$ cat config.mk
export PLATFORM = sky130hd
export DESIGN_NAME = vxw_ext_regs
export DESIGN_NICKNAME = d
export VERILOG_FILES = /design/src/core/vxw_pkg.sv /design/src/core/vxw_ext_regs.sv
export VERILOG_INCLUDE_DIRS = /design/src /design/src/core
export SDC_FILE = /design/constraint.sdc
export NUM_CORES = 1
export LEC_CHECK = 0
export ABC_AREA = 1
export BUFFER_PORTS_ARGS = -buffer_cell sky130_fd_sc_hd__buf_2
export CAP_MARGIN = 20
export CORE_MARGIN = 5
export CORE_UTILIZATION = 47
export CTS_CLUSTER_SIZE = 10
export DETAILED_ROUTE_END_ITERATION = 8
export HOLD_SLACK_MARGIN = 0.1
export PLACE_DENSITY = 0.8
export SLEW_MARGIN = 20
export SYNTH_ARGS = -nofsm -noshare
export SYNTH_HDL_FRONTEND = slang
export SYNTH_SLANG_ARGS = --single-unit
$ cat constraint.sdc
create_clock -name clk_sys_i -period 1.72 [get_ports clk_sys_i]
set_input_delay 0.258 -clock clk_sys_i [delete_from_list [all_inputs] [get_ports clk_sys_i]]
set_output_delay 0.258 -clock clk_sys_i [all_outputs]
set_load 0.05 [all_outputs]
$ cat src/core/vxw_map.svh
// vxw_map.svh: offsets, field positions, reset values for the extension
// write-protect and timing register bank.
// assumes an indexed port pair: index register plus data port, 8-bit data.
//
// Behaviour
// RULE1: protect bit 7 blocks legacy adapter mode, config, colour-select writes.
// RULE2: protect bit 6 blocks light-pen clear/set and feature-control bits 1:0.
// RULE3: protect bit 5 blocks legacy display-timing registers.
// RULE4: protect bit 4 blocks legacy monitor-timing registers.
// RULE5: protect bit 3 blocks graphics, sequencer, attribute, feature, misc bits 0-1,4-5.
// RULE6: protect bit 2 blocks shared crt registers C through F.
// RULE7: protect bit 1 blocks crt display-timing registers, overflow bits 1 and 4.
// RULE8: protect bit 0 blocks crt monitor timing, overflow 0,2,3, misc 2-3,6-7.
// RULE9: timing write needs active-state enable and clear protect bit; code skips the enable check for misc bits 2-3,6-7.
// RULE10: timing bits 7/6 invert legacy vertical/horizontal retrace polarity.
// RULE11: default polarity colour v+h high, mono v low h high.
// RULE12: timing bit 5 clear forces video on in colour text mode.
// RULE13: timing bit 4 doubles scan lines and legacy vertical values.
// RULE14: timing bit 3 forces legacy interleave 1:4/3:2, else 1:1/2:1.
// RULE15: first revision bit 3 also forces sync tweaks, interleave from bandwidth; code holds legacy interleave at VXW_IL_SEQ.
// RULE16: width 000 nine dots, 001 eight, 010 six, others reserved.
// RULE17: width bit 0 is one storage bit shared with sequencer reg 1 bit 0.
// RULE18: width bit 1 cleared by sequencer reg 1 write and resets.
// RULE19: software should write width bit 2 as zero.
// RULE20: software picks interleave per dot clock in nine-dot mode.
// RULE21: bandwidth bits 5-4 legacy, 2-0 standard, reset zero, others reserved.
// RULE22: standard bandwidth field decodes to interleave selection.
// RULE23: all protect bits read/write, reset to zero.
// RULE24: blocked writes silently dropped, reads still return stored values.
// RULE25: partly protected registers update only their unprotected bits.
`ifndef VXW_MAP_SVH
`define VXW_MAP_SVH
`define VXW_IDX_WRITE_PROTECT 8'h84
`define VXW_IDX_TIMING_CTL    8'h85
`define VXW_IDX_BANDWIDTH_CTL 8'h86
`define VXW_BW_WRITE_MASK     8'h37
`define VXW_TIMING_RESET      8'h00
`define VXW_BW_RESET          8'h00
`define VXW_WP_RESET          8'h00
`define VXW_WP_LEG_MODE       7
`define VXW_WP_LPEN           6
`define VXW_WP_LEG_DISP       5
`define VXW_WP_LEG_MON        4
`define VXW_WP_STD_OTHER      3
`define VXW_WP_SHARED         2
`define VXW_WP_CRT_DISP       1
`define VXW_WP_CRT_MON        0
`define VXW_OVF_DISP_MASK     8'h12
`define VXW_OVF_MON_MASK      8'h0D
`define VXW_MISC_STD_MASK     8'h33
`define VXW_MISC_MON_MASK     8'hCC
`define VXW_FEATURE_PEN_MASK  8'h03
`endif

$ cat src/core/vxw_pkg.sv
// vxw_pkg.sv: types for the extension register bank.
// assumes vxw_map.svh supplies the numeric constants.
package vxw_pkg;
  // target register groups that the host is trying to write
  typedef enum logic [3:0] {
    VXW_TGT_NONE,
    VXW_TGT_LEG_MODE,
    VXW_TGT_LPEN,
    VXW_TGT_FEATURE,
    VXW_TGT_LEG_DISP,
    VXW_TGT_LEG_MON,
    VXW_TGT_STD_OTHER,
    VXW_TGT_SHARED,
    VXW_TGT_CRT_DISP,
    VXW_TGT_CRT_MON,
    VXW_TGT_OVERFLOW,
    VXW_TGT_MISC
  } vxw_target_type;

  typedef enum logic [2:0] {
    VXW_IL_SEQ,
    VXW_IL_1_1,
    VXW_IL_1_2,
    VXW_IL_1_7,
    VXW_IL_1_4,
    VXW_IL_3_2,
    VXW_IL_2_1,
    VXW_IL_RSVD
  } vxw_interleave_type;

  typedef struct packed {
    logic       vsync_invert;
    logic       hsync_invert;
    logic       video_forced_on;
    logic       scan_double;
    logic       sync_tweak;
    logic [1:0] cell_dots_sel;
  } vxw_mode_type;
endpackage : vxw_pkg

$ cat src/core/vxw_ext_regs.sv
// vxw_ext_regs.sv: write-protect, timing-control and bandwidth registers
// with the write gate for the protected register groups outside.
// assumes the host decodes an indexed data-port cycle into a one-cycle
// write or read strobe, and the protected registers apply the gate masks.
`timescale 1ns/100ps
`include "vxw_map.svh"
module vxw_ext_regs #(
  parameter logic FIRST_REV = 1'b0
) (
  input  wire logic                   clk_sys_i,
  input  wire logic                   reset_n_i,
  input  wire logic                   sync_reset_i,
  input  wire logic [7:0]             ext_index_i,
  input  wire logic                   ext_wr_i,
  input  wire logic [7:0]             ext_wdata_i,
  output logic [7:0]                  ext_rdata_o,
  input  wire logic                   seq_clk_wr_i,
  input  wire logic [7:0]             seq_clk_wdata_i,
  output logic                        seq_clk_bit0_o,
  input  wire vxw_pkg::vxw_target_type tgt_i,
  input  wire logic                   tgt_wr_i,
  input  wire logic                   ext_active_en_i,
  output logic [7:0]                  tgt_write_mask_o,
  input  wire logic                   legacy_mono_i,
  input  wire logic                   legacy_color_text_i,
  input  wire logic                   legacy_video_en_i,
  input  wire logic                   vretrace_raw_i,
  input  wire logic                   hretrace_raw_i,
  output logic                        vertical_retrace_o,
  output logic                        horizontal_retrace_o,
  output logic                        video_on_o,
  output vxw_pkg::vxw_mode_type       mode_o,
  output vxw_pkg::vxw_interleave_type std_interleave_o,
  output vxw_pkg::vxw_interleave_type leg_interleave_o,
  output logic [1:0]                  leg_bandwidth_o
);
  logic [7:0] write_protect_reg, write_protect_next;
  logic [7:0] timing_ctl_reg, timing_ctl_next;
  logic [7:0] bandwidth_ctl_reg, bandwidth_ctl_next;

  // --------------------------------------------------------------
  // register file
  // --------------------------------------------------------------
  always_comb begin
    write_protect_next = write_protect_reg;
    timing_ctl_next    = timing_ctl_reg;
    bandwidth_ctl_next = bandwidth_ctl_reg;
    if (ext_wr_i) begin
      case (ext_index_i)
        // RULE23: protect register plain read/write
        `VXW_IDX_WRITE_PROTECT: write_protect_next = ext_wdata_i;
        // RULE19: bit 2 stored, forces the reserved cell width when set
        `VXW_IDX_TIMING_CTL:    timing_ctl_next = ext_wdata_i;
        // RULE21: reserved bandwidth bits stay zero
        `VXW_IDX_BANDWIDTH_CTL: bandwidth_ctl_next = ext_wdata_i & `VXW_BW_WRITE_MASK;
        default: ;
      endcase
    end
    // RULE17: width bit 0 shared with sequencer clocking bit 0
    // RULE18: sequencer write clears width bit 1
    if (seq_clk_wr_i) begin
      timing_ctl_next[0] = seq_clk_wdata_i[0];
      timing_ctl_next[1] = 1'b0;
    end
    // RULE18: sync reset clears width bit 1
    // RULE21: sync reset clears bandwidth fields
    if (sync_reset_i) begin
      timing_ctl_next[1] = 1'b0;
      bandwidth_ctl_next = `VXW_BW_RESET;
    end
  end

  always_ff @(posedge clk_sys_i or negedge reset_n_i) begin
    if (!reset_n_i) begin
      write_protect_reg <= `VXW_WP_RESET;
      timing_ctl_reg    <= `VXW_TIMING_RESET;
      bandwidth_ctl_reg <= `VXW_BW_RESET;
    end else begin
      write_protect_reg <= write_protect_next;
      timing_ctl_reg    <= timing_ctl_next;
      bandwidth_ctl_reg <= bandwidth_ctl_next;
    end
  end

  always_comb begin
    case (ext_index_i)
      `VXW_IDX_WRITE_PROTECT: ext_rdata_o = write_protect_reg;
      `VXW_IDX_TIMING_CTL:    ext_rdata_o = timing_ctl_reg;
      `VXW_IDX_BANDWIDTH_CTL: ext_rdata_o = bandwidth_ctl_reg;
      default:                ext_rdata_o = 8'h00;
    endcase
  end
  assign seq_clk_bit0_o = timing_ctl_reg[0];

  // --------------------------------------------------------------
  // write gate for protected groups
  // --------------------------------------------------------------
  function automatic logic [7:0] gate_mask(input vxw_pkg::vxw_target_type t,
                                          input logic [7:0] wp,
                                          input logic act);
    logic [7:0] m;
    m = 8'h00;
    case (t)
      // RULE1: legacy adapter registers
      vxw_pkg::VXW_TGT_LEG_MODE:  m = wp[`VXW_WP_LEG_MODE] ? 8'h00 : 8'hFF;
      // RULE2: light pen latches
      vxw_pkg::VXW_TGT_LPEN:      m = wp[`VXW_WP_LPEN] ? 8'h00 : 8'hFF;
      // RULE2: feature bits 1:0, RULE5: rest of feature control
      vxw_pkg::VXW_TGT_FEATURE:
        m = (wp[`VXW_WP_LPEN] ? 8'h00 : `VXW_FEATURE_PEN_MASK)
          | (wp[`VXW_WP_STD_OTHER] ? 8'h00 : ~`VXW_FEATURE_PEN_MASK);
      // RULE3: RULE9: legacy display timing with active enable
      vxw_pkg::VXW_TGT_LEG_DISP:  m = (act && !wp[`VXW_WP_LEG_DISP]) ? 8'hFF : 8'h00;
      // RULE4: RULE9: legacy monitor timing
      vxw_pkg::VXW_TGT_LEG_MON:   m = (act && !wp[`VXW_WP_LEG_MON]) ? 8'hFF : 8'h00;
      // RULE5: graphics, sequencer, attribute groups
      vxw_pkg::VXW_TGT_STD_OTHER: m = wp[`VXW_WP_STD_OTHER] ? 8'h00 : 8'hFF;
      // RULE6: RULE9: shared crt registers
      vxw_pkg::VXW_TGT_SHARED:    m = (act && !wp[`VXW_WP_SHARED]) ? 8'hFF : 8'h00;
      // RULE7: RULE9: crt display timing
      vxw_pkg::VXW_TGT_CRT_DISP:  m = (act && !wp[`VXW_WP_CRT_DISP]) ? 8'hFF : 8'h00;
      // RULE8: RULE9: crt monitor timing
      vxw_pkg::VXW_TGT_CRT_MON:   m = (act && !wp[`VXW_WP_CRT_MON]) ? 8'hFF : 8'h00;
      // RULE25: overflow split between display and monitor groups
      vxw_pkg::VXW_TGT_OVERFLOW:
        m = act ? ((wp[`VXW_WP_CRT_DISP] ? 8'h00 : `VXW_OVF_DISP_MASK)
                 | (wp[`VXW_WP_CRT_MON] ? 8'h00 : `VXW_OVF_MON_MASK)) : 8'h00;
      // RULE25: misc output split between groups
      vxw_pkg::VXW_TGT_MISC:
        m = (wp[`VXW_WP_STD_OTHER] ? 8'h00 : `VXW_MISC_STD_MASK)
          | (wp[`VXW_WP_CRT_MON] ? 8'h00 : `VXW_MISC_MON_MASK);
      default: m = 8'h00;
    endcase
    return m;
  endfunction : gate_mask

  // RULE24: masked bits simply keep their stored value, no error
  assign tgt_write_mask_o = tgt_wr_i ? gate_mask(tgt_i, write_protect_reg, ext_active_en_i)
                                     : 8'h00;

  // --------------------------------------------------------------
  // mode outputs
  // --------------------------------------------------------------
  function automatic vxw_pkg::vxw_interleave_type std_il(input logic [2:0] f);
    case (f)
      3'h0:    return vxw_pkg::VXW_IL_SEQ;
      3'h1:    return vxw_pkg::VXW_IL_1_1;
      3'h2:    return vxw_pkg::VXW_IL_1_2;
      3'h3:    return vxw_pkg::VXW_IL_1_7;
      3'h4:    return vxw_pkg::VXW_IL_1_4;
      3'h5:    return vxw_pkg::VXW_IL_3_2;
      default: return vxw_pkg::VXW_IL_RSVD;
    endcase
  endfunction : std_il

  always_comb begin
    // RULE22: standard-mode interleave decode
    std_interleave_o = std_il(bandwidth_ctl_reg[2:0]);
    leg_bandwidth_o  = bandwidth_ctl_reg[5:4];
    // RULE14: legacy interleave forced by bit 3
    // RULE15: first revision holds it at VXW_IL_SEQ instead of taking it from the bandwidth field
    if (FIRST_REV)
      leg_interleave_o = vxw_pkg::VXW_IL_SEQ;
    else if (timing_ctl_reg[3])
      leg_interleave_o = timing_ctl_reg[0] ? vxw_pkg::VXW_IL_1_4 : vxw_pkg::VXW_IL_3_2;
    else
      leg_interleave_o = timing_ctl_reg[0] ? vxw_pkg::VXW_IL_1_1 : vxw_pkg::VXW_IL_2_1;
    mode_o.vsync_invert    = timing_ctl_reg[7];
    mode_o.hsync_invert    = timing_ctl_reg[6];
    // RULE12: video forced on unless bit 5 allows disable
    mode_o.video_forced_on = !timing_ctl_reg[5];
    // RULE13: scan doubling flag for the legacy timing logic
    mode_o.scan_double     = timing_ctl_reg[4];
    // RULE15: sync width and position tweak only on first revision
    mode_o.sync_tweak      = FIRST_REV & timing_ctl_reg[3];
    // RULE16: 0 nine, 1 eight, 2 six, 3 reserved
    mode_o.cell_dots_sel   = timing_ctl_reg[2] ? 2'h3 : timing_ctl_reg[1:0];
  end

  // RULE10: RULE11: colour default high, mono vertical low
  assign vertical_retrace_o   = vretrace_raw_i ^ legacy_mono_i ^ timing_ctl_reg[7];
  assign horizontal_retrace_o = hretrace_raw_i ^ timing_ctl_reg[6];
  // RULE12: enable bit ignored in colour text when bit 5 clear
  assign video_on_o = (legacy_color_text_i && !timing_ctl_reg[5]) ? 1'b1 : legacy_video_en_i;
endmodule : vxw_ext_regs

==> reports/qor.csv <==
metric,value,unit
period_minus_slack,1.77,ns
ys_warn_count,0,
pwr_density_cell,519,mW/mm^2
path_max_fanout,3,
routed_wl,4350,um
critPathCaptureType,output port,
synth_area_per_cell,6.82,um^2
boundaryPins,75,
synth.distinct_cells,29,
worstPathArrival,1.51,ns
min_from,ext_wdata_i[6],
root_buffer,clkbuf_4,
finClkSkew,0,ns
dpl.hpwl,3380,um
worst_setup_path_start_kind,register,
final_antenna_net_count,0,
portBuffers,66,
start_util,49.1,%
outcome,"complete, but fails checks",
synthCells,242,
clk_transition_reported_paths,0.11,ns
maxCapViolations,0,
synth_ff_type,dfrtp_1,
vdd_drop_max,0.000465,V
drive_above_1_share,42.4,%
drtIter0Drc,104,
post_drt_wl_per_cell,12.2,um
netlist_area,0.00165,mm^2
cts_tree,yes,
nets,357,
fmax,0.566,GHz
synth_top_area_cell,dfrtp_1,
reg2reg_slack,0.92,ns
leakage,0.00128,uW
fin_crit_sh,103,%
cts-buffers-inserted,3,
drtPass1Iterations,4,
clkLatencyLatePin,0.30,ns
rsz0062_at_grt,true,
syn_nets,287,
clock-sinks,21,
synth-edff-count,0,
holdWs,0.167,ns
grtUsageTotal,17.5,%
synth_area_leaders,"dfrtp_1, nand2_1, nand3_1, inv_1, nor2_1",
ys_ff_latch,21,
antenna_found_initial,0,
final_hold_viol_count,0,
n_antenna_cell,0,
critPathKind,register to output port,
grt_first_pass_wirelength,7250,um
cts_max_level,1,
area.growth.synth_to_final,38.5,%
yosysMostFrequentCell,nand2_1,
post-place-ws,-0.0694,ns
fin_util,68.0,%
whs_endpoint,write_protect_reg[6],
synth-seq-area-share,31.8,%
die_x,69.3,um
grt_pass1_vias,1644,
worst_slack,-0.0473,ns
die_area,0.00480,mm^2
violations,negative setup slack,
clock_path_buffers,2,
rows,21,
synthTopCellsByCount,"nand2_1, inv_1, nand3_1",
avgViaCountPerCell,5.04,
async_flop_share,100,%
min_path_type,primary input to register,
drcViolationCount,0,
grt_max_degree,22,
num_vias,1798,
worstPathRequired,1.46,ns
synth_top_area_share,31.8,%
multiInputGateArea,0.00103,mm^2
reg2reg_from,write_protect_reg[1],
gp_congestion,0.903,
area.sequential,527,um^2
rr_worst_depth,3,
hold_path_depth,3,
finalMaxSlewViolations,0,
fill_cells,290,
regToRegEndpoint,write_protect_reg[1],
die_height,69.3,um
gr-total-overflow,0,
coreArea,0.00336,mm^2
setup_violations,7,
worst max-delay path, cell delays in order (launching register included):
cell and delay, ns:
dfrtp_1 0.40, nor2_2 0.16, nand3_1 0.11, nand2_2 0.11
nor2_1 0.07, a21oi_4 0.17, buf_6 0.18
per-stage QoR:
step	cells	instance area [um^2]	power (uW)	setup TNS, ns
final	357	2290	1190	-0.222
after global routing	357	2290	1260	-0.987
after CTS	352	2140	1170	-0.236
after detailed placement	345	2030	917	-0.417
after global placement	345	2030	911	-0.162
after floorplan	242	1710	811	-1.69
cells in the final DEF (no fill, tap or decap), drive strengths merged:
cell,count
buf,77
nand2,69
inv,36
nand3,33
nor2,25
dfrtp,21
o21ai,15
o211ai,5
ha,5
a21oi,5
clkbuf,4
nor3,3
o22ai,3
a21o,2
xor2,2
and2,1
clkinvlp,1
or2,1
xnor2,1
conb,1
dlygate4sd3,1
worst max-delay path by stage:
stage / endpoint / slack, ns / startpoint / cells past startpoint
after floorplan: tgt_write_mask_o[1] / -0.24 / tgt_i[2] / 7
after global placement: tgt_write_mask_o[6] / -0.02 / tgt_i[2] / 10
final: tgt_write_mask_o[2] / -0.05 / write_protect_reg[1] / 6
after CTS: tgt_write_mask_o[1] / -0.05 / write_protect_reg[2] / 8
after detailed placement: tgt_write_mask_o[4] / -0.07 / tgt_i[2] / 10
after global routing: tgt_write_mask_o[2] / -0.14 / write_protect_reg[1] / 6
metal layers:
| metal | routed length, um | global-route usage (%) | vias up |
|---|---|---|---|
| met3 | 376 | 5.51 | 5 |
| met4 | 31 | 2.39 | 0 |
| met1 | 1760 | 21.6 | 827 |
| li1 | - | - | 899 |
| met5 | 0 | 0 | - |
| met2 | 2180 | 30.5 | 67 |
cells by family after synthesis:
kind of cell / count (synthesis) / share of synthesized area (%)
and+or+nand+nor: 132 / 37.4
DFF: 21 / 31.8
adders and majority gates: 5 / 3.79
xor gates and xnor gates: 3 / 1.59
AOI/OAI and AO/OA: 30 / 10.8
other: 1 / 0.227
buffers and inverters: 50 / 14.3
cell type report:
cell class / instances / area share, %
Clock buffer: 4 / 1.15
Inverter: 37 / 6.78
Multi-Input combinational cell: 171 / 45.0
Sequential cell: 21 / 23.0
Tap cell: 46 / 2.52
Timing Repair Buffer: 78 / 21.6
where the power goes:
group	internal, uW	leakage [uW]	total, uW	switching [uW]
Sequential	523	0.000230	542	19.1
Combinational	127	0.00103	412	285
Clock	90.6	0.0000150	233	143
timing repair:
action / 4_1_cts / 5_1_grt
gates resized for setup: 27 / 31
setup endpoints to repair: 13 / 14
pin swaps: 2 / 16
hold buffers: 1 / 0
hold endpoints to repair: 21 / 0
buffers inserted: 2 / 5
Power figures use the tool's default switching activity.
